==> src/verilog/lcdcd_map.svh <==
// Constants of the LCD command decoder: codes, masks, defaults and timing
`ifndef LCDCD_MAP_SVH
`define LCDCD_MAP_SVH

// ----------------------------------------------------------------
// Serial framing
// ----------------------------------------------------------------
`define LCDCD_BITS_PER_BYTE 3'h7
`define LCDCD_FIFO_DEPTH 16

// ----------------------------------------------------------------
// Timing
// ----------------------------------------------------------------
`define LCDCD_CLK_MHZ 100
`define LCDCD_RESET_BUSY_NS 1000
`define LCDCD_RESET_BUSY_CYC ((`LCDCD_RESET_BUSY_NS * `LCDCD_CLK_MHZ) / 1000)

// ----------------------------------------------------------------
// Command codes and the masks of their fixed bits
// ----------------------------------------------------------------
`define LCDCD_MASK_ALL 8'hFF
`define LCDCD_MASK_D0 8'hFE
`define LCDCD_MASK_LO3 8'hF8
`define LCDCD_MASK_LO4 8'hF0
`define LCDCD_MASK_LO6 8'hC0
`define LCDCD_CMD_DISP 8'hAE
`define LCDCD_CMD_START 8'h40
`define LCDCD_CMD_PAGE 8'hB0
`define LCDCD_CMD_COLHI 8'h10
`define LCDCD_CMD_COLLO 8'h00
`define LCDCD_CMD_ADC 8'hA0
`define LCDCD_CMD_REV 8'hA6
`define LCDCD_CMD_ALLON 8'hA4
`define LCDCD_CMD_BIAS 8'hA2
`define LCDCD_CMD_RMW 8'hE0
`define LCDCD_CMD_END 8'hEE
`define LCDCD_CMD_RESET 8'hE2
`define LCDCD_CMD_NOP 8'hE3
`define LCDCD_CMD_COM 8'hC0
`define LCDCD_CMD_POWER 8'h28
`define LCDCD_CMD_RATIO 8'h20
`define LCDCD_CMD_VOLSET 8'h81
`define LCDCD_CMD_IND 8'hAC
`define LCDCD_CMD_PARTIAL 8'h82
`define LCDCD_CMD_TESTRST 8'hF0
`define LCDCD_CMD_TEST 8'hF0

// ----------------------------------------------------------------
// Limits and reset values
// ----------------------------------------------------------------
`define LCDCD_LAST_PAGE 4'h8
`define LCDCD_LAST_COL 8'h83
`define LCDCD_RATIO_DEF 3'h4
`define LCDCD_VOLUME_DEF 6'h20

`endif

==> src/verilog/lcdcd_pkg.sv <==
// Types shared by the LCD command decoder modules
package lcdcd_pkg;

  // Received byte with its data/command select
  typedef struct packed {
    logic dataCommandSelect;
    logic [7:0] data;
  } lcdcd_byte_t;

  // Second byte expected by a double-byte command
  typedef enum logic [1:0] {
    PEND_NONE,
    PEND_VOLUME,
    PEND_INDICATOR
  } lcdcd_pend_t;

  // One write into display RAM
  typedef struct packed {
    logic [3:0] page;
    logic [7:0] column;
    logic [7:0] segment;
    logic [7:0] data;
  } lcdcd_ram_wr_t;

endpackage

==> src/verilog/lcdcd_decoder.sv <==
// LCD controller command decoder: serial bytes to settings and RAM writes
//
// Notes on behaviour
// With chip selected, bits shift in MSB first; eighth rising edge forms a byte.
// Display on/off command: lowest bit one turns panel on, zero off.
// Display off while all points forced on enters power save.
// Command 01xxxxxx loads six-bit display start line.
// Page command loads four-bit page; pages 0 to 8 are valid.
// Two commands give upper and lower column nibbles; column 0 to 131.
// Column increments per RAM access up to 131; page never changes.
// Status byte: busy, segment direction, display state, reset progress, low zeros.
// Every command is rejected while busy.
// Display-state status bit is the inverse of display on.
// Reset-progress bit is high while pin or command reset runs.
// Data byte writes RAM at page and column, then column advances.
// Nothing can be read back over the serial link.
// Segment-direction command lowest bit: zero normal, one reversed.
// Reversed segments take column 131 minus n; normal takes column n.
// Read-modify-write counts on writes; end restores saved column.
// Software reset restores address and mode registers, keeps RAM.
// Common mode command uses bit three as scan direction, ignores low bits.
// Six-bit volume, default 32, loaded by byte after volume mode command.
// Three-bit resistor ratio set by its own command.
// Two-bit indicator mode loaded by byte after indicator-on command.
// Host avoids test codes; test-mode reset command leaves test mode.
// No-operation changes nothing.
// After volume mode command only the volume byte is taken, then mode ends.
// With chip deselected shift register and bit counter stay cleared.
// Undefined codes change nothing.
// Pin reset clears all registers, counters and pending states, except ratio and volume, which load defaults, and the busy count and flag, which load.
`timescale 1ns/1ps
`default_nettype none
`include "lcdcd_map.svh"
module lcdcd_decoder #(
  parameter int RESET_BUSY_CYCLES = `LCDCD_RESET_BUSY_CYC,
  parameter int FIFO_DEPTH = `LCDCD_FIFO_DEPTH
) (
  input wire logic sys_clk,
  input wire logic srst,
  input wire logic serialClock,
  input wire logic serialData,
  input wire logic dataCommandSelect,
  input wire logic leftChipSelect_n,
  input wire logic rightChipSelect_n,
  input wire logic ramWriteReady,
  output logic ramWriteValid,
  output lcdcd_pkg::lcdcd_ram_wr_t ramWrite,
  output logic [7:0] statusByte,
  output logic busy,
  output logic rejectPulse,
  output logic rxOverflow,
  output logic displayOn,
  output logic entireOn,
  output logic powerSave,
  output logic reverseDisplay,
  output logic segmentReverse,
  output logic commonReverse,
  output logic [5:0] startLine,
  output logic [3:0] pageAddress,
  output logic [7:0] columnAddress,
  output logic readModifyWrite,
  output logic [2:0] powerControl,
  output logic [2:0] resistorRatio,
  output logic [5:0] volumeLevel,
  output logic indicatorOn,
  output logic [1:0] indicatorMode,
  output logic biasSelect,
  output logic partialDisplay,
  output logic testMode
);
  import lcdcd_pkg::*;

  localparam int BW = $clog2(RESET_BUSY_CYCLES + 1);

  typedef struct packed {
    logic [BW-1:0] resetCount;
    logic busy;
    lcdcd_pend_t pending;

    logic displayOn;
    logic entireOn;
    logic powerSave;
    logic reverseDisplay;
    logic segmentReverse;
    logic commonReverse;
    logic [5:0] startLine;
    logic [3:0] page;
    logic [7:0] column;
    logic [7:0] savedColumn;
    logic readModifyWrite;
    logic [2:0] powerControl;
    logic [2:0] resistorRatio;
    logic [5:0] volume;
    logic indicatorOn;
    logic [1:0] indicatorMode;
    logic biasSelect;
    logic partialDisplay;
    logic testMode;

    logic wrValid;
    lcdcd_ram_wr_t wr;
    logic reject;
    logic overflow;
  } lcdcd_st_t;

  lcdcd_st_t st_r;
  lcdcd_st_t st_nxt;
  lcdcd_byte_t rxByte;
  lcdcd_byte_t head;
  logic rxValid;
  logic rxReady;
  logic rxOvf;
  logic headValid;
  logic pop;
  logic inReset;
  logic chipActive_n;

  // ----------------------------------------------------------------
  // Helpers
  // ----------------------------------------------------------------

  // Compare the fixed bits of a command code
  function automatic logic cmdMatch(input logic [7:0] b, input logic [7:0] code,
                                    input logic [7:0] mask);
    cmdMatch = ((b & mask) == (code & mask));
  endfunction

  // Column after one access: counts up and holds at the last column
  function automatic logic [7:0] colStep(input logic [7:0] col);
    colStep = (col >= `LCDCD_LAST_COL) ? `LCDCD_LAST_COL : col + 8'h01;
  endfunction

  // Segment that shows a column under the chosen direction
  function automatic logic [7:0] segOf(input logic [7:0] col, input logic rev);
    segOf = rev ? (`LCDCD_LAST_COL - col) : col;
  endfunction

  // ----------------------------------------------------------------
  // Serial front end and byte buffer
  // ----------------------------------------------------------------

  // Either half's select opens the link
  assign chipActive_n = leftChipSelect_n && rightChipSelect_n;

  lcdcd_serial_rx u_rx (
    .sys_clk(sys_clk),
    .srst(srst),
    .serialClock(serialClock),
    .serialData(serialData),
    .dataCommandSelect(dataCommandSelect),
    .chipActive_n(chipActive_n),
    .rxByte(rxByte),
    .rxValid(rxValid),
    .rxReady(rxReady),
    .rxOverflow(rxOvf)
  );

  lcdcd_fifo #(
    .WIDTH($bits(lcdcd_byte_t)),
    .DEPTH(FIFO_DEPTH)
  ) u_fifo (
    .sys_clk(sys_clk),
    .srst(srst),
    .inValid(rxValid),
    .inReady(rxReady),
    .inData(rxByte),
    .outValid(headValid),
    .outReady(pop),
    .outData(head)
  );

  // ----------------------------------------------------------------
  // Drain: a pending RAM write that the RAM has not taken stalls
  // the buffer, so a slow RAM port backs the stream up into the FIFO
  // ----------------------------------------------------------------
  assign inReset = st_r.busy;
  assign pop = headValid && (!st_r.wrValid || ramWriteReady);

  // ----------------------------------------------------------------
  // Decoder
  // ----------------------------------------------------------------
  always_comb begin
    st_nxt = st_r;
    st_nxt.reject = 1'b0;
    st_nxt.overflow = rxOvf;

    // Write taken by the RAM
    if (st_r.wrValid && ramWriteReady) begin
      st_nxt.wrValid = 1'b0;
    end

    if (inReset) begin
      st_nxt.resetCount = st_r.resetCount - 1'b1;
    end

    if (pop && inReset) begin
      // Busy: the byte is consumed and thrown away
      st_nxt.reject = 1'b1;
    end else if (pop && st_r.pending == PEND_VOLUME) begin
      // Whatever byte follows is taken as the volume value
      st_nxt.volume = head.data[5:0];
      st_nxt.pending = PEND_NONE;
    end else if (pop && st_r.pending == PEND_INDICATOR) begin
      st_nxt.indicatorMode = head.data[1:0];
      st_nxt.pending = PEND_NONE;
    end else if (pop && head.dataCommandSelect) begin
      // Display data write at the current page and column
      st_nxt.wrValid = 1'b1;
      st_nxt.wr.page = st_r.page;
      st_nxt.wr.column = st_r.column;
      st_nxt.wr.segment = segOf(st_r.column, st_r.segmentReverse);
      st_nxt.wr.data = head.data;
      st_nxt.column = colStep(st_r.column);
    end else if (pop) begin
      if (cmdMatch(head.data, `LCDCD_CMD_DISP, `LCDCD_MASK_D0)) begin
        st_nxt.displayOn = head.data[0];
        if (!head.data[0] && st_r.entireOn) begin
          st_nxt.powerSave = 1'b1;
        end else if (head.data[0]) begin
          st_nxt.powerSave = 1'b0;
        end
      end else if (cmdMatch(head.data, `LCDCD_CMD_START, `LCDCD_MASK_LO6)) begin
        st_nxt.startLine = head.data[5:0];
      end else if (cmdMatch(head.data, `LCDCD_CMD_PAGE, `LCDCD_MASK_LO4)) begin
        // Pages beyond the single-line page do not exist
        if (head.data[3:0] <= `LCDCD_LAST_PAGE) begin
          st_nxt.page = head.data[3:0];
        end
      end else if (cmdMatch(head.data, `LCDCD_CMD_COLHI, `LCDCD_MASK_LO4)) begin
        st_nxt.column = {head.data[3:0], st_r.column[3:0]};
      end else if (cmdMatch(head.data, `LCDCD_CMD_COLLO, `LCDCD_MASK_LO4)) begin
        st_nxt.column = {st_r.column[7:4], head.data[3:0]};
      end else if (cmdMatch(head.data, `LCDCD_CMD_ADC, `LCDCD_MASK_D0)) begin
        st_nxt.segmentReverse = head.data[0];
      end else if (cmdMatch(head.data, `LCDCD_CMD_REV, `LCDCD_MASK_D0)) begin
        st_nxt.reverseDisplay = head.data[0];
      end else if (cmdMatch(head.data, `LCDCD_CMD_ALLON, `LCDCD_MASK_D0)) begin
        st_nxt.entireOn = head.data[0];
        // All points on while the display is off is the other way in
        st_nxt.powerSave = head.data[0] && !st_r.displayOn;
      end else if (cmdMatch(head.data, `LCDCD_CMD_BIAS, `LCDCD_MASK_D0)) begin
        st_nxt.biasSelect = head.data[0];
      end else if (cmdMatch(head.data, `LCDCD_CMD_RMW, `LCDCD_MASK_ALL)) begin
        st_nxt.readModifyWrite = 1'b1;
        st_nxt.savedColumn = st_r.column;
      end else if (cmdMatch(head.data, `LCDCD_CMD_END, `LCDCD_MASK_ALL)) begin
        // Without a prior read-modify-write there is nothing to restore
        if (st_r.readModifyWrite) begin
          st_nxt.column = st_r.savedColumn;
        end
        st_nxt.readModifyWrite = 1'b0;
      end else if (cmdMatch(head.data, `LCDCD_CMD_RESET, `LCDCD_MASK_ALL)) begin
        // Display RAM and power control are left alone
        st_nxt.startLine = '0;
        st_nxt.column = '0;
        st_nxt.page = '0;
        st_nxt.commonReverse = 1'b0;
        st_nxt.resistorRatio = `LCDCD_RATIO_DEF;
        st_nxt.volume = `LCDCD_VOLUME_DEF;
        st_nxt.indicatorOn = 1'b0;
        st_nxt.indicatorMode = '0;
        st_nxt.readModifyWrite = 1'b0;
        st_nxt.testMode = 1'b0;
        st_nxt.resetCount = BW'(RESET_BUSY_CYCLES);
      end else if (cmdMatch(head.data, `LCDCD_CMD_NOP, `LCDCD_MASK_ALL)) begin
        st_nxt.reject = 1'b0;
      end else if (cmdMatch(head.data, `LCDCD_CMD_COM, `LCDCD_MASK_LO4)) begin
        st_nxt.commonReverse = head.data[3];
      end else if (cmdMatch(head.data, `LCDCD_CMD_POWER, `LCDCD_MASK_LO3)) begin
        st_nxt.powerControl = head.data[2:0];
      end else if (cmdMatch(head.data, `LCDCD_CMD_RATIO, `LCDCD_MASK_LO3)) begin
        st_nxt.resistorRatio = head.data[2:0];
      end else if (cmdMatch(head.data, `LCDCD_CMD_VOLSET, `LCDCD_MASK_ALL)) begin
        st_nxt.pending = PEND_VOLUME;
      end else if (cmdMatch(head.data, `LCDCD_CMD_IND, `LCDCD_MASK_D0)) begin
        st_nxt.indicatorOn = head.data[0];
        st_nxt.pending = head.data[0] ? PEND_INDICATOR : PEND_NONE;
      end else if (cmdMatch(head.data, `LCDCD_CMD_PARTIAL, `LCDCD_MASK_D0)) begin
        st_nxt.partialDisplay = head.data[0];
      end else if (cmdMatch(head.data, `LCDCD_CMD_TESTRST, `LCDCD_MASK_ALL)) begin
        st_nxt.testMode = 1'b0;
      end else if (cmdMatch(head.data, `LCDCD_CMD_TEST, `LCDCD_MASK_LO4)) begin
        // Factory test codes only raise a flag; nothing else obeys them
        st_nxt.testMode = 1'b1;
      end else begin
        st_nxt.reject = 1'b0;
      end
    end

    // Busy from a flop
    st_nxt.busy = (st_nxt.resetCount != '0);
  end

  // ----------------------------------------------------------------
  // State register: pin reset loads every default and starts the
  // reset-in-progress interval
  // ----------------------------------------------------------------
  always_ff @(posedge sys_clk) begin
    if (srst) begin
      st_r <= '0;
      st_r.pending <= PEND_NONE;
      st_r.resistorRatio <= `LCDCD_RATIO_DEF;
      st_r.volume <= `LCDCD_VOLUME_DEF;
      st_r.resetCount <= BW'(RESET_BUSY_CYCLES);
      st_r.busy <= 1'b1;
    end else begin
      st_r <= st_nxt;
    end
  end

  // ----------------------------------------------------------------
  // Outputs, all taken straight from the state register
  // ----------------------------------------------------------------
  assign statusByte = {inReset, !st_r.segmentReverse, !st_r.displayOn, inReset, 4'h0};
  assign busy = inReset;

  assign rejectPulse = st_r.reject;
  assign rxOverflow = st_r.overflow;

  assign ramWriteValid = st_r.wrValid;
  assign ramWrite = st_r.wr;

  assign displayOn = st_r.displayOn;
  assign entireOn = st_r.entireOn;
  assign powerSave = st_r.powerSave;
  assign reverseDisplay = st_r.reverseDisplay;
  assign segmentReverse = st_r.segmentReverse;
  assign commonReverse = st_r.commonReverse;
  assign startLine = st_r.startLine;
  assign pageAddress = st_r.page;
  assign columnAddress = st_r.column;
  assign readModifyWrite = st_r.readModifyWrite;
  assign powerControl = st_r.powerControl;
  assign resistorRatio = st_r.resistorRatio;
  assign volumeLevel = st_r.volume;
  assign indicatorOn = st_r.indicatorOn;
  assign indicatorMode = st_r.indicatorMode;
  assign biasSelect = st_r.biasSelect;
  assign partialDisplay = st_r.partialDisplay;
  assign testMode = st_r.testMode;
endmodule
`default_nettype wire

==> src/verilog/lcdcd_fifo.sv <==
// Flip-flop FIFO with valid/ready on both sides
`timescale 1ns/1ps
`default_nettype none
module lcdcd_fifo #(
  parameter int WIDTH = 9,
  parameter int DEPTH = 16
) (
  input wire logic sys_clk,
  input wire logic srst,
  input wire logic inValid,
  output logic inReady,
  input wire logic [WIDTH-1:0] inData,
  output logic outValid,
  input wire logic outReady,
  output logic [WIDTH-1:0] outData
);
  localparam int AW = $clog2(DEPTH);

  typedef struct packed {
    logic [DEPTH-1:0][WIDTH-1:0] mem;
    logic [AW:0] wrPtr;
    logic [AW:0] rdPtr;
  } lcdcd_fifo_st_t;

  lcdcd_fifo_st_t st_r;
  lcdcd_fifo_st_t st_nxt;
  logic full;
  logic empty;

  // ----------------------------------------------------------------
  // Flags: pointers differ only in the wrap bit when full
  // ----------------------------------------------------------------
  assign empty = (st_r.wrPtr == st_r.rdPtr);
  assign full = (st_r.wrPtr[AW-1:0] == st_r.rdPtr[AW-1:0]) && (st_r.wrPtr[AW] != st_r.rdPtr[AW]);
  assign inReady = !full;
  assign outValid = !empty;
  assign outData = st_r.mem[st_r.rdPtr[AW-1:0]];

  // Next state
  always_comb begin
    st_nxt = st_r;
    if (inValid && !full) begin
      st_nxt.mem[st_r.wrPtr[AW-1:0]] = inData;
      st_nxt.wrPtr = st_r.wrPtr + 1'b1;
    end
    if (outReady && !empty) begin
      st_nxt.rdPtr = st_r.rdPtr + 1'b1;
    end
  end

  // Register
  always_ff @(posedge sys_clk) begin
    if (srst) begin
      st_r <= '0;
    end else begin
      st_r <= st_nxt;
    end
  end
endmodule
`default_nettype wire

==> src/verilog/lcdcd_serial_rx.sv <==
// Serial byte receiver: samples the link pins and assembles bytes
`timescale 1ns/1ps
`default_nettype none
module lcdcd_serial_rx
  import lcdcd_pkg::*;
(
  input wire logic sys_clk,
  input wire logic srst,
  input wire logic serialClock,
  input wire logic serialData,
  input wire logic dataCommandSelect,
  input wire logic chipActive_n,
  output lcdcd_pkg::lcdcd_byte_t rxByte,
  output logic rxValid,
  input wire logic rxReady,
  output logic rxOverflow
);
  typedef struct packed {
    logic [3:0] sync1;
    logic [3:0] sync2;
    logic sclPrev;
    logic [6:0] shift;
    logic [2:0] count;
    lcdcd_byte_t outByte;
    logic outValid;
    logic overflow;
  } lcdcd_rx_st_t;

  lcdcd_rx_st_t st_r;
  lcdcd_rx_st_t st_nxt;
  logic scl;
  logic si;
  logic dcs;
  logic csOn;

  // Synchronised pin levels, read only from the second stage
  assign scl = st_r.sync2[3];
  assign si = st_r.sync2[2];
  assign dcs = st_r.sync2[1];
  assign csOn = !st_r.sync2[0];
  assign rxByte = st_r.outByte;
  assign rxValid = st_r.outValid;
  assign rxOverflow = st_r.overflow;

  // ----------------------------------------------------------------
  // Shifter
  // ----------------------------------------------------------------
  always_comb begin
    st_nxt = st_r;
    st_nxt.sync1 = {serialClock, serialData, dataCommandSelect, chipActive_n};
    st_nxt.sync2 = st_r.sync1;
    st_nxt.sclPrev = scl;
    st_nxt.outValid = 1'b0;
    if (!csOn) begin
      st_nxt.shift = '0;
      st_nxt.count = '0;
    end else if (scl && !st_r.sclPrev) begin
      // Most significant bit arrives first
      st_nxt.shift = {st_r.shift[5:0], si};
      st_nxt.count = st_r.count + 1'b1;
      if (st_r.count == `LCDCD_BITS_PER_BYTE) begin
        // A full FIFO drops the byte and leaves a sticky flag
        st_nxt.outByte = '{dataCommandSelect: dcs, data: {st_r.shift, si}};
        st_nxt.outValid = rxReady;
        st_nxt.overflow = st_r.overflow || !rxReady;
      end
    end
  end

  // Register
  always_ff @(posedge sys_clk) begin
    if (srst) begin
      st_r <= '0;
      st_r.sync1 <= 4'hF;
      st_r.sync2 <= 4'hF;
    end else begin
      st_r <= st_nxt;
    end
  end
endmodule
`default_nettype wire
==> config.mk <==
export PLATFORM = sky130hd
export DESIGN_NAME = lcdcd_decoder
export DESIGN_NICKNAME = d
export VERILOG_FILES = /design/src/verilog/lcdcd_pkg.sv /design/src/verilog/lcdcd_decoder.sv /design/src/verilog/lcdcd_fifo.sv /design/src/verilog/lcdcd_serial_rx.sv
export VERILOG_INCLUDE_DIRS = /design/src /design/src/verilog
export SDC_FILE = /design/constraint.sdc
export NUM_CORES = 1
export LEC_CHECK = 0
export BUFFER_PORTS_ARGS = -buffer_cell sky130_fd_sc_hd__buf_2
export CAP_MARGIN = 40
export CORE_ASPECT_RATIO = 1.25
export CORE_MARGIN = 3
export CORE_UTILIZATION = 55
export DETAILED_ROUTE_END_ITERATION = 10
export GPL_TIMING_DRIVEN = 0
export PLACE_DENSITY = 0.88
export SLEW_MARGIN = 20
export SYNTH_ARGS = -nofsm -noshare
export SYNTH_HDL_FRONTEND = slang
export SYNTH_SLANG_ARGS = --single-unit
==> constraint.sdc <==
create_clock -name sys_clk -period 3.05 [get_ports sys_clk]
set_input_delay 0.1525 -clock sys_clk [delete_from_list [all_inputs] [get_ports sys_clk]]
set_output_delay 0.1525 -clock sys_clk [all_outputs]
set_load 0.02 [all_outputs]
## Word-level counts from Yosys, hierarchy flattened

Index checks and enable logic that the tools add are counted.
Widths: inputs -> output; s select.

- Memories: 0
- Logic and storage cells: 466
- Register bits after elaboration: 276
- Bits of input ports: 8
- Memory bits (read-only): 0
- Output and inout port bits: 83
- RAM bits: 0
- Latch bits: 0

- Eq/ne operators: 120
- Mux-type cells: 197
- Div/mod/pow operators: 0
- Add/sub/neg operators: 6
- $lt $le $gt $ge: 5
- Reductions and logical operators: 74
- Bitwise gates (word level): 7
- Shift-type cells: 0
- Multipliers: 0

Operator list:

| operator | number |
|---|---|
| $mux 46 | 13 |
| $mux 18 | 18 |
| $mux 53 | 5 |
| $ne 6x6->1 const B | 41 |
| $bwmux 144 | 1 |
| $mux 7 | 19 |
| $mux 6 | 22 |
| $mux 2 | 51 |
| $ne 5x5->1 const B | 18 |
| $mux 8 | 8 |
| $ne 4x4->1 const B | 16 |
| $mux 15 | 4 |
| $mux 30 | 2 |
| $reduce_and 15->1 | 4 |
| $reduce_and 20->1 | 3 |
| $mux 29 | 2 |
| $mux 27 | 2 |
| $reduce_bool 5->1 | 10 |
| $eq 7x7->1 const B | 7 |
| $eq 8x8->1 const B | 6 |
| $mux 48 | 1 |
| $reduce_and 16->1 | 3 |
| $reduce_and 24->1 | 2 |
| $mux 43 | 1 |
| 56 further kinds | 150 |

## Logic depth before layout (Yosys ltp)

Gate-level depths: netlist of run 1.

- Depth after elaboration: 59
- Depth in mapped cells: 12
- Depth with buffers taken out: 9

## Cells and area by module

A second synthesis of run 1 with hierarchy kept.

- Cell total of the unflattened synthesis: 1427
- Area, all modules: 13551.7 sq um

Modules (own cells, without submodules):

| module | times used | cells each | area an instance (sq um) | sequential area each (sq um) |
|---|---|---|---|---|
| lcdcd_fifo | 1 | 683 | 7364.6 | 3083.0 |
| lcdcd_decoder | 1 | 621 | 5047.3 | 1821.7 |
| lcdcd_serial_rx | 1 | 123 | 1139.8 | 600.6 |

## Worst setup path after synthesis of run 1

No wires, ideal clock.

- Path type: flip-flop to flip-flop
- Start: reg u_fifo.st_r[1] (netlist name)
- End: reg st_r (netlist bit readModifyWrite)
- Path buffers: 2
- Arrival time: 2.817 ns
- Data required time: 2.977 ns
- Clock period less this slack: 2.891 ns
- Stages on the path, launching flop included: 11
- Setup time: 0.073 ns
- Slack: 0.159 ns
- Cell sequence: dfxtp_1 buf_2 mux4_2 mux2i_2 nor3_1 a31oi_2 o31ai_1 or3_1 buf_6 nor2b_4 nor3_2

- Longest elaborated chain between the ends: 29
- Elaborated cells between the ends (all ways): 63
- Classes of those cells: 21 x eq/ne; 28 x mux; 4 x bitwise; 10 x reduce/logical

RTL lines:

| element | line | text |
|---|---|---|
| start, declared | lcdcd_fifo.sv:25 | `lcdcd_fifo_st_t st_r;` |
| start signal, assigned | lcdcd_fifo.sv:56 | `st_r <= st_nxt;` |
| $bmux 9 s4 | lcdcd_fifo.sv:37 | `assign outData = st_r.mem[st_r.rdPtr[AW-1:0]];` |
| $mux 9 (not written as such) | lcdcd_fifo.sv:37 |  |
| $eq 8x8->1 | lcdcd_decoder.sv:125 | `cmdMatch = ((b & mask) == (code & mask));` |
| $mux 1 | lcdcd_decoder.sv:246 | `` end else if (cmdMatch(head.data, `LCDCD_CMD_END, `LCDCD_MASK_ALL)) begin `` |
| $mux 1 | lcdcd_decoder.sv:243 | `` end else if (cmdMatch(head.data, `LCDCD_CMD_RMW, `LCDCD_MASK_ALL)) begin `` |
| $mux 43 | lcdcd_decoder.sv:241 | `` end else if (cmdMatch(head.data, `LCDCD_CMD_BIAS, `LCDCD_MASK_D0)) begin `` |
| $mux 46 | lcdcd_decoder.sv:237 | `` end else if (cmdMatch(head.data, `LCDCD_CMD_ALLON, `LCDCD_MASK_D0)) begin `` |
| $mux 46 | lcdcd_decoder.sv:235 | `` end else if (cmdMatch(head.data, `LCDCD_CMD_REV, `LCDCD_MASK_D0)) begin `` |
| (+13 left out) | -- |  |
| $mux 35 | lcdcd_decoder.sv:224 | `` end else if (cmdMatch(head.data, `LCDCD_CMD_PAGE, `LCDCD_MASK_LO4)) begin `` |
| $mux 39 | lcdcd_decoder.sv:222 | `` end else if (cmdMatch(head.data, `LCDCD_CMD_START, `LCDCD_MASK_LO6)) begin `` |
| $mux 48 | lcdcd_decoder.sv:215 | `` if (cmdMatch(head.data, `LCDCD_CMD_DISP, `LCDCD_MASK_D0)) begin `` |
| $mux 53 | lcdcd_decoder.sv:214 | `end else if (pop) begin` |
| $mux 53 | lcdcd_decoder.sv:206 | `end else if (pop && head.dataCommandSelect) begin` |
| $mux 53 | lcdcd_decoder.sv:203 | `end else if (pop && st_r.pending == PEND_INDICATOR) begin` |
| $mux 53 | lcdcd_decoder.sv:199 | `end else if (pop && st_r.pending == PEND_VOLUME) begin` |
| $mux 53 | lcdcd_decoder.sv:196 | `if (pop && inReset) begin` |
| end signal, assigned | lcdcd_decoder.sv:307 | `st_r <= st_nxt;` |
| end, declared | lcdcd_decoder.sv:106 | `lcdcd_st_t st_r;` |

Parallel ways exist; a longest one is shown, timed or not. The select of a mux whose other input is x is not followed.
A chain may end at the register's enable or synchronous reset.

## Worst setup path after layout of run 1

- Start: reg u_fifo.st_r[1] (netlist name)
- End: reg st_r[50] (netlist name)

- Longest elaborated chain between the ends: 6
- Elaborated cells between the ends (all ways): 35
- Classes of those cells: 19 x eq/ne; 2 x mux; 4 x bitwise; 10 x reduce/logical

RTL lines:

| element |
|---|
| parallel branches: the longest is 5 deep, another holds $bmux 9 s4 |
| $reduce_and 15->1 (no line) * |

Mark *: on every way between the ends. The select of a mux whose other input is x is not followed.

==> results_dict.tcl, run 1 <==
set metrics [dict create \
    status "finished with violations" \
    violations "negative setup slack" \
    drt_pass1_iterations 5 \
    fillers 1553 \
    combinationalPowerShare_pct 6.0 \
    viasPerCell 6.18 \
    cts.path.max_buffers 3 \
    cts_tree "done" \
    setup_viol 29 \
    fin_ws_ns -0.178 \
    fin_crit_sh_pct 106 \
    io_pins 91 \
    relSlewSlack_pct 42.9 \
    p_leak_nw 7.11 \
    worstPathArrival_ns 3.62 \
    gp_congestion 0.977 \
    period_minus_slack_ns 3.23 \
    antenna_found_initial 0 \
    worstPathMaxFanout 5 \
    cts_root_buf "clkbuf_16" \
    finalHoldViolations 0 \
    ys_seq_area_share_pct 42.7 \
    tns_ns -1.98 \
    die_w_um 143 \
    synth_edf_count 0 \
    switchingPower_w 0.00175 \
    dieArea_um2 25300 \
    grt_use_total_pct 28.2 \
    drt_iter0_drc 1066 \
    grt-ovfl-total 0 \
    dp_hpwl_um 24900 \
    insertion_delay_ns 0.53 \
    maxSlewViolCount 0 \
    worstMarginPinSlew_ns 0.856 \
    crit_top_cell "buf_12" \
    syn2layout_area_growth_pct 22.7 \
    num_rows 62 \
    synth_seq_cells 275 \
    num_antenna_cells 0 \
    hold_path.class "input port to register" \
    drc 0 \
    wl_per_cell_um 21.1 \
    synthArstFlopShare_pct 0 \
    vias 11200 \
    sequentialPowerShare_pct 48.1 \
    dieHeight_um 177 \
    yosys_warnings 0 \
    max_freq_ghz 0.310 \
    initial_core_util_pct 56.0 \
    crit_type "register to register" \
    worstSetupEndpointType "register" \
    grt_pass1_wl_um 57000 \
    drive_gt1_share_pct 27.1 \
    worstPathCellList "buf_12 > buf_12 > mux4_2 > mux2_4 > buf_12 > buf_4 > nor2_1 > a21oi_2 > a211oi_4 > or3_4 > buf_6 > mux2i_1 > nor2_1" \
    cts_buffers 26 \
    final_core_util_pct 68.6 \
    p_per_area_nw_per_um2 478 \
    syn_area_um2 12900 \
    critical_path.max_stage_delay_ns 0.48 \
    ant_nets 0 \
    synthFlopType "dfxtp_1" \
    p_int_w 0.00581 \
    power_frac_clock_pct 46.0 \
    htreeDepth 1 \
    port_buffers 86 \
    nets 1530 \
    core-area_um2 23000 \
    syn-instance-count 1359 \
    cp_slowest_cell "mux4_2" \
    ir_worst_vdd_uv 570 \
    switching_share_pct 23.1 \
    max_cap_violations 0 \
    crit_required_ns 3.44 \
    cts_num_sinks 275 \
    post-place-ws_ns -0.765 \
    grt_setup_unrepaired "true" \
    avgSynthCellArea_um2 9.49 \
    yosysUniqueCellTypes 81 \
    skew_ns 0.0153 \
    wl_um 38400 \
    path_clk_slew_ns 0.07 \
    grt_max_degree 17 \
    crit_path_start_kind "register" \
    power_w 0.00756 \
    grt_pass1_vias 10900 \
]
layout by cell type, fill, tap and decap left out, types with 9 or more instances in the layout:
| cell type | n |
|---|---|
| buf_2 | 89 |
| clkbuf_1 | 65 |
| or2_2 | 10 |
| a21oi_1 | 49 |
| nor3_1 | 13 |
| xnor2_1 | 14 |
| nor2_1 | 214 |
| mux2_4 | 10 |
| nand2_1 | 113 |
| a211oi_1 | 9 |
| nand3_2 | 9 |
| buf_4 | 107 |
| inv_1 | 18 |
| dfxtp_1 | 273 |
| xor2_1 | 12 |
| nand4_1 | 9 |
| ha_1 | 11 |
| mux2i_4 | 13 |
| clkbuf_16 | 27 |
| nand3_1 | 20 |
| mux4_2 | 32 |
| mux2i_1 | 176 |
| buf_6 | 9 |
sequential cells by signal (all words and copies together), names as in the netlist, 2 cells and up:
name / count
u_rx.rxByte: 9
u_rx.st_nxt: 4
startLine: 6
columnAddress: 8
u_rx.st_r: 12
resistorRatio: 3
st_r: 17
ramWrite: 27
powerControl: 3
pageAddress: 4
volumeLevel: 6
u_fifo.st_r: 154
indicatorMode: 2
synthesized netlist by cell type (9+ instances only):
cell type / n / area [um2]
dfxtp_1: 275 / 5510
nor2_1: 218 / 818
mux2i_1: 190 / 1900
nand2_1: 114 / 428
clkbuf_1: 88 / 330
buf_4: 70 / 526
a21oi_1: 54 / 270
nand3_1: 35 / 175
mux4_2: 32 / 721
nor3_1: 20 / 100
inv_1: 18 / 67.6
xnor2_1: 14 / 123
xor2_1: 12 / 105
a211oi_1: 11 / 82.6
ha_1: 11 / 138
mux2_2: 10 / 113
nor2b_1: 10 / 62.6
o21ai_0: 10 / 50.1
or2_2: 10 / 62.6
nand4_1: 9 / 56.3
cell type report:
class / instances / area [um2] / area share [%]
inverter: 18 / 67.6 / 0.427
tap: 288 / 360 / 2.28
multi-input combinational: 899 / 7050 / 44.6
clock buffer: 34 / 732 / 4.63
buffer: 152 / 962 / 6.08
timing repair buffer: 139 / 947 / 5.99
clock inverter: 13 / 181 / 1.15
sequential: 275 / 5510 / 34.8
routing by layer:
| metal | up-vias | GRT usage, % | share of wire, % |
|---|---|---|---|
| met4 | 0 | 18.7 | 7.2 |
| met5 | - | 0 | 0 |
| met1 | 5391 | 31.2 | 35 |
| met3 | 216 | 4.97 | 7.8 |
| met2 | 679 | 49.2 | 50 |
| li1 | 4952 | - | - |
logic make-up after synthesis:
| logic type | synth area share [%] |
|---|---|
| AO/OA/AOI/OAI | 8.53 |
| XOR/XNOR | 1.77 |
| adder cells (fa/ha/maj) | 1.07 |
| buffers and inverters | 7.88 |
| flip-flops | 42.7 |
| multiplexers | 21.8 |
| other | 0.0291 |
| AND/OR/NAND/NOR | 16.2 |
power by group through the flow:
stage / combinational [W] / sequential, W / clock (W)
floorplan: 0.000236 / 0.00370 / 0
global placement: 0.000330 / 0.00371 / 0
detailed placement: 0.000334 / 0.00371 / 0
CTS: 0.000388 / 0.00363 / 0.00347
global route: 0.000473 / 0.00363 / 0.00361
finish: 0.000450 / 0.00363 / 0.00348
metrics by stage:
step                      hold slack (ns)  area, um2  cells
after floorplan                     0.256      12900   1362
after global routing               0.0513      15800   1818
final                              0.0369      15800   1818
after detailed placement            0.343      13700   1739
after global placement              0.338      13700   1736
after CTS                          0.0115      15300   1799
critical path, delay by kind of cell (launching register included):
family	cells	cell delay (ns)
compound gates	2	0.49
buf+inv	5	0.68
flops	1	0.40
mux	3	1.00
simple gates	3	0.49
timing repair:
action                                  4_1_cts  5_1_grt
setup buffers                                22       21
hold endpoints to repair                      4        0
endpoints found under the setup margin      230      182
cloned                                        3        0
pin swaps                                    17       13
resized for setup                            98       75
hold buffers                                  5        0
path summary, 6_finish.rpt:
check / startpoint / endpoint / slack (ns) / cells past startpoint
setup / recovery: u_fifo.st_r[1]$_SDFFE_PP0P_ / st_r[50]$_SDFFE_PP0P_ / -0.18 / 13
hold reg to reg: u_rx.st_nxt[25]$_SDFF_PP1_ / u_rx.scl$_SDFF_PP1_ / 0.41 / 1
setup reg to reg: u_fifo.st_r[1]$_SDFFE_PP0P_ / st_r[50]$_SDFFE_PP0P_ / -0.18 / 13
hold / removal: srst / powerControl[1]$_SDFFE_PP0P_ / 0.04 / 4
(Power assumes the default switching activity.)
==> run 2, diff against run 1 <==
--- a/config.mk
+++ b/config.mk
@@ -6,6 +6,7 @@
 export SDC_FILE = /design/constraint.sdc
 export NUM_CORES = 1
 export LEC_CHECK = 0
+export ABC_AREA = 1
 export BUFFER_PORTS_ARGS = -buffer_cell sky130_fd_sc_hd__buf_2
 export CAP_MARGIN = 40
 export CORE_ASPECT_RATIO = 1.25
@@ -13,7 +14,7 @@
 export CORE_UTILIZATION = 55
 export DETAILED_ROUTE_END_ITERATION = 10
 export GPL_TIMING_DRIVEN = 0
-export PLACE_DENSITY = 0.88
+export PLACE_DENSITY = 0.87
 export SLEW_MARGIN = 20
 export SYNTH_ARGS = -nofsm -noshare
 export SYNTH_HDL_FRONTEND = slang
==> run 2 against run 1 <==
Effect of this change:
- the flow now finishes without violations
- synthesized area increased by 4.5%
- cell count grew 32%
- count of clock-buffer cells in the layout grew 4
- cell area down 2.7%
- clock skew increased by 0.0070 ns
- global-route usage increased by 2.0 points
- critical path depth grew 8
- core utilization shrank 4.2 points
==> results_dict.tcl, run 2 <==
set metrics [dict create \
    status "completed" \
    worstPathMaxFanout 10 \
    maxSlewViolCount 0 \
    fillers 2015 \
    grt-busiest-layer "met2" \
    gp_congestion 1.04 \
    grtUsageMet3_pct 5.44 \
    layout.cells.non_filler 2405 \
    ir_worst_vdd_uv 825 \
    core-area_um2 23900 \
    dpl_cell_area_um2 14300 \
    yosys_warnings 0 \
    port_buffers 85 \
    cts_tree "done" \
    setup_viol 0 \
    grt_pass1_vias 13000 \
    dieArea_um2 26400 \
    wl_per_cell_um 17.2 \
    r2r-end "powerControl[2]$_SDFFE_PP0P_" \
    worstPathArrival_ns 3.42 \
    tns_ns 0 \
    nets 2077 \
    worstSetupEndpointType "register" \
    grt-ovfl-total 0 \
    gr-usage-met1_pct 35.4 \
    synth_edf_count 0 \
    dp_cells 2348 \
    cts_num_sinks 275 \
    crit_top_cell "nand2_1" \
    post-place-ws_ns -0.0469 \
    grt_max_degree 16 \
    yosysMostFrequentCell "nand2_1" \
    vias 13500 \
    worstPathCellList "buf_6 > inv_4 > buf_6 > buf_6 > nand2_1 > nand3_1 > nand2_1 > nand2_1 > nand2_1 > inv_2 > nand2_2 > inv_2 > nand2_1 > nor2_1 > nor2_2 > nand3_1 > nor2_2 > nand3_2 > nand2_1 > nand2_1 > nor2_1" \
    syn-instance-count 1935 \
    initial_core_util_pct 56.4 \
    max_freq_ghz 0.342 \
    rrSetupSlack_ns 0.13 \
    fin_hold_ws_ns 0.0965 \
    worstMarginPinSlew_ns 0.730 \
    synth_top_area_share_pct 40.9 \
    io_pins 91 \
    finalHoldViolations 0 \
    path_clk_slew_ns 0.06 \
    ant_nets 0 \
    drc 0 \
    p_leak_nw 6.72 \
    wl_um 41400 \
    drive_gt1_share_pct 15.8 \
    final_cell_area_um2 15400 \
    synth_seq_cells 275 \
    yosysTopAreaCell "dfxtp_1" \
    cp_slowest_cell "dfxtp_1" \
    cts_root_buf "clkbuf_16" \
    relSlewSlack_pct 51.4 \
    crit_path_start "u_fifo.st_r[0]$_SDFFE_PP0P_" \
    avgSynthCellArea_um2 6.96 \
    viasPerCell 5.60 \
    dieHeight_um 181 \
    num_antenna_cells 0 \
    largest_register_ffs 154 \
    crit_type "register to register" \
    die_w_um 146 \
    multiInputGateArea_um2 6090 \
    dp_hpwl_um 29300 \
    drt_iter0_drc 1194 \
    synth_area_leaders "dfxtp_1, nand2_1, o21ai_0, a21oi_1, inv_1" \
    skew_ns 0.0224 \
    fin_ws_ns 0.128 \
    hold_path.class "input port to register" \
    drt_pass1_iterations 7 \
    yosysUniqueCellTypes 45 \
    max_cap_violations 0 \
    reg2regPathDepth 21 \
    fin_crit_sh_pct 95.8 \
    cts_buffers 28 \
    largest-register "u_fifo.st_r" \
    cts_setup_buffers 0 \
    syn_area_um2 13500 \
    cts.path.max_buffers 3 \
    synthFlopType "dfxtp_1" \
    p_per_area_nw_per_um2 835 \
    netlist_top_cells_count "nand2_1, dfxtp_1, o21ai_0" \
    grt_pass1_wl_um 65800 \
    seq_area_um2 5510 \
    critical_path.max_stage_delay_ns 0.38 \
    reg2reg_from "u_fifo.st_r[0]$_SDFFE_PP0P_" \
    critPathCapture "powerControl[2]$_SDFFE_PP0P_" \
    period_minus_slack_ns 2.92 \
    ys_seq_area_share_pct 40.9 \
    num_rows 63 \
    mostFrequentLayoutCell "nand2_1" \
    use_met2_pct 51.7 \
    htreeDepth 1 \
    antenna_found_initial 0 \
    crit_required_ns 3.55 \
    insertion_delay_ns 0.57 \
    crit_path_start_kind "register" \
    synthArstFlopShare_pct 0 \
    grt_use_total_pct 30.3 \
    syn2layout_area_growth_pct 14.2 \
    final_cell_mix "nand2_1, dfxtp_1, o21ai_0, a21oi_1, inv_1" \
]
[run 2: cell types whose count changed after synthesis, sizes merged, moves of 32 or more]
cell   previous run  this run
nand2           114       376
nand3            35       139
a21oi            54       220
o21ai            14       242
mux2i           193         0
inv              18       238
nor2            218       176
mux4             32         0
[run 2: area by class of cell]
class | count | area share [%]
Multi-Input combinational cell | 1252 | 39.6
Buffer | 167 | 6.67
Tap cell | 325 | 2.64
Timing Repair Buffer | 90 | 3.09
Clock buffer | 38 | 5.12
Clock inverter | 14 | 1.09
Inverter | 244 | 6.02
Sequential cell | 275 | 35.8
[run 2: layer usage]
metal  part of all wire, %  vias up
met5                     0        -
met4                   6.4        0
met3                   8.7      182
met2                    47      718
met1                    38     6130
li1                      -     6436
[run 2: timing repair]
item                                   CTS  global route
gates resized for setup                  1            23
hold buffers                             5             0
pin swaps                                0             1
endpoints found under the hold margin    4             0
setup endpoints to repair               13            37
[run 2: cells by family (layout without fill, tap and decap cells)]
group	Yosys count	after routing	synth area share, %
other	1	4	0.0278
adders and majority gates	11	11	1.02
DFF	275	275	40.9
AOI/OAI and AO/OA	479	479	18.2
xor gates and xnor gates	14	14	0.910
buffers and inverters	411	553	14.3
and+or+nand+nor	744	744	24.6
[run 2: worst min-delay path by stage]
stage / from / to / depth (start not counted)
after global routing: srst / u_rx.st_nxt[24]$_SDFF_PP1_ / 2
after CTS: srst / u_rx.st_nxt[24]$_SDFF_PP1_ / 2
after global placement: serialClock / u_rx.st_nxt[25]$_SDFF_PP1_ / 2
after floorplan: rightChipSelect_n / u_rx.st_nxt[22]$_SDFF_PP1_ / 2
final: srst / u_rx.st_nxt[24]$_SDFF_PP1_ / 2
after detailed placement: serialClock / u_rx.st_nxt[25]$_SDFF_PP1_ / 2
[run 2: power by group]
group | switching (W) | leakage [nW] | total, W | internal (W)
Clock | 0.00150 | 0.462 | 0.00351 | 0.00200
Combinational | 0.00381 | 4.04 | 0.00543 | 0.00162
Sequential | 0.000126 | 2.22 | 0.00390 | 0.00377
Total | 0.00544 | 6.72 | 0.0128 | 0.00740
[run 2: per-stage QoR]
step | util, % | power (W)
after floorplan | - | 0.00770
after global placement | 59.9 | 0.00907
after detailed placement | 59.9 | 0.00913
after CTS | 64.2 | 0.0126
after global routing | 64.4 | 0.0135
final | 64.4 | 0.0128
[run 2: critical path: cells and delay by family (launching register included)]
kind                   cells  cell delay (ns)
and+or+nand+nor           15             1.72
buffers and inverters      6             0.73
DFF                        1             0.38
==> run 3, diff against run 2 <==
--- a/config.mk
+++ b/config.mk
@@ -7,7 +7,7 @@
 export NUM_CORES = 1
 export LEC_CHECK = 0
 export ABC_AREA = 1
-export BUFFER_PORTS_ARGS = -buffer_cell sky130_fd_sc_hd__buf_2
+export BUFFER_PORTS_ARGS = -buffer_cell sky130_fd_sc_hd__buf_4
 export CAP_MARGIN = 40
 export CORE_ASPECT_RATIO = 1.25
 export CORE_MARGIN = 3
==> run 3 against run 2 <==
Effect of this change:
- combinational power is 4.2% higher
- routed wire length is 2.9% higher
- critical endpoint is now resistorRatio[2]$_SDFFE_PP1P_
- flip-flop and latch count stayed put
- non-clock buffer count is 5 higher
- die area stayed put
==> results_dict.tcl, run 3 (synthesis results as in run 2) <==
set metrics [dict create \
    viasPerCell 5.61 \
    mostFrequentLayoutCell "nand2_1" \
    hold_path.class "input port to register" \
    setup_viol 0 \
    p_per_area_nw_per_um2 834 \
    relSlewSlack_pct 51.1 \
    worstPathCellList "buf_6 > buf_6 > buf_6 > nand2_1 > nand3_1 > nand3_1 > nand3_1 > nand2_4 > inv_2 > nand2_2 > nor2_2 > nand2_2 > buf_6 > o211ai_2 > nand3_1 > nor2_1 > nand2_1 > nand3_1" \
    cts_root_buf "clkbuf_16" \
    p_int_w 0.00751 \
    combinationalPowerShare_pct 43.4 \
    syn2layout_area_growth_pct 16.2 \
    dieHeight_um 181 \
    die_w_um 146 \
    ant_nets 0 \
    crit_type "register to register" \
    grtUsageMet3_pct 4.34 \
    final_cell_area_um2 15700 \
    cts_buffers 28 \
    vias 13500 \
    dieArea_um2 26400 \
    final_cell_mix "nand2_1, dfxtp_1, o21ai_0, a21oi_1, inv_1" \
    switchingPower_w 0.00555 \
    status "completed" \
    htreeDepth 1 \
    drive_gt1_share_pct 16.2 \
    ir_worst_vdd_uv 599 \
    drt_pass1_iterations 7 \
    num_antenna_cells 0 \
    critical_path.max_stage_delay_ns 0.36 \
    skew_ns 0.0344 \
    grt_max_degree 16 \
    gp_congestion 1.07 \
    antenna_found_initial 0 \
    crit_buf_inv 5 \
    io_pins 91 \
    dp_hpwl_um 30400 \
    grt_use_total_pct 30.9 \
    drt_iter0_drc 1302 \
    insertion_delay_ns 0.56 \
    period_minus_slack_ns 2.97 \
    cts_tree "done" \
    fin_crit_sh_pct 97.5 \
    max_freq_ghz 0.336 \
    crit_top_cell "nand3_1" \
    dpl_cell_area_um2 14500 \
    cp_slowest_cell "dfxtp_1" \
    worstMarginPinSlew_ns 0.733 \
    crit_path_start_kind "register" \
    grt-busiest-layer "met2" \
    core-area_um2 23900 \
    layout.cells.non_filler 2410 \
    worstPathMaxFanout 10 \
    wl_um 42600 \
    use_met2_pct 52.2 \
    largest-register "u_fifo.st_r" \
    num_rows 63 \
    path_clk_slew_ns 0.06 \
    grt-ovfl-total 0 \
    worstPathArrival_ns 3.44 \
    power_frac_clock_pct 26.8 \
    worstSetupEndpointType "register" \
    largest_register_ffs 154 \
    grt_pass1_wl_um 67100 \
    crit_required_ns 3.52 \
    gr-usage-met1_pct 37.7 \
    grt_pass1_vias 13000 \
    tns_ns 0 \
    max_cap_violations 0 \
    cts_num_sinks 275 \
    nets 2082 \
    drc 0 \
    finalHoldViolations 0 \
    p_leak_nw 6.76 \
    post-place-ws_ns -0.108 \
    dp_cells 2348 \
    initial_core_util_pct 56.4 \
    cts.path.max_buffers 3 \
    maxSlewViolCount 0 \
    switching_share_pct 42.5 \
    sequentialPowerShare_pct 29.9 \
    fin_ws_ns 0.0767 \
    wl_per_cell_um 17.7 \
    port_buffers 85 \
    path_delay_family "simple AND/OR/NAND/NOR gates" \
]
run 3: worst reg2reg max path: stages (launching register included):
cell and delay, ns:
dfxtp_1 0.36, buf_6 0.18, buf_6 0.19, buf_6 0.18
nand2_1 0.08, nand3_1 0.10, nand3_1 0.13, nand3_1 0.21
nand2_4 0.14, inv_2 0.19, nand2_2 0.11, nor2_2 0.14
nand2_2 0.07, buf_6 0.15, o211ai_2 0.13, nand3_1 0.12
nor2_1 0.23, nand2_1 0.09, nand3_1 0.08
run 3: stage by stage:
stage	utilization (%)	hold WS, ns	total power (W)
3_3_place_gp	60.8	0.338	0.00923
2_1_floorplan	-	0.251	0.00770
3_5_place_dp	60.8	0.343	0.00928
6_report	65.5	0.136	0.0131
5_1_grt	65.5	0.145	0.0137
4_1_cts	65.0	0.107	0.0128
run 3: path summary, 6_finish.rpt:
check	from	end	slack (ns)	cells past startpoint
setup / recovery	u_fifo.st_r[0]$_SDFFE_PP0P_	resistorRatio[2]$_SDFFE_PP1P_	0.08	18
hold / removal	ramWriteReady	ramWriteValid$_SDFF_PP0_	0.14	4
setup reg to reg	u_fifo.st_r[0]$_SDFFE_PP0P_	resistorRatio[2]$_SDFFE_PP1P_	0.08	18
hold reg to reg	u_rx.st_nxt[25]$_SDFF_PP1_	u_rx.scl$_SDFF_PP1_	0.41	1
run 3: power by group through the flow:
stage               Combinational, W  Sequential, W  Clock [W]
floorplan                    0.00374        0.00396          0
detailed placement           0.00532        0.00396          0
CTS                          0.00537        0.00389    0.00352
global placement             0.00526        0.00396          0
finish                       0.00566        0.00390    0.00350
global route                 0.00610        0.00391    0.00365
run 3: layout make-up:
class / instances / area (um2)
clock buffers: 36 / 781
fillers: 2065 / 8230
plain buffers: 167 / 1020
well taps: 325 / 407
inverters: 244 / 923
clock inverters: 16 / 163
multi-input cells: 1252 / 6130
repair buffers: 95 / 726
flip-flops and latches: 275 / 5510
run 3: routing by layer:
layer | up-vias | routed length, um
li1 | 6446 | -
met1 | 6254 | 16500
met2 | 681 | 20300
met3 | 148 | 3420
met4 | 0 | 2450
met5 | - | 0
run 3: what timing repair did:
item                                    CTS  global route
endpoints found under the setup margin   19            38
gates resized for setup                   1            28
setup buffers                             0             5
hold buffers                              5             0
pin swaps                                 0             3
hold endpoints to repair                  4             0
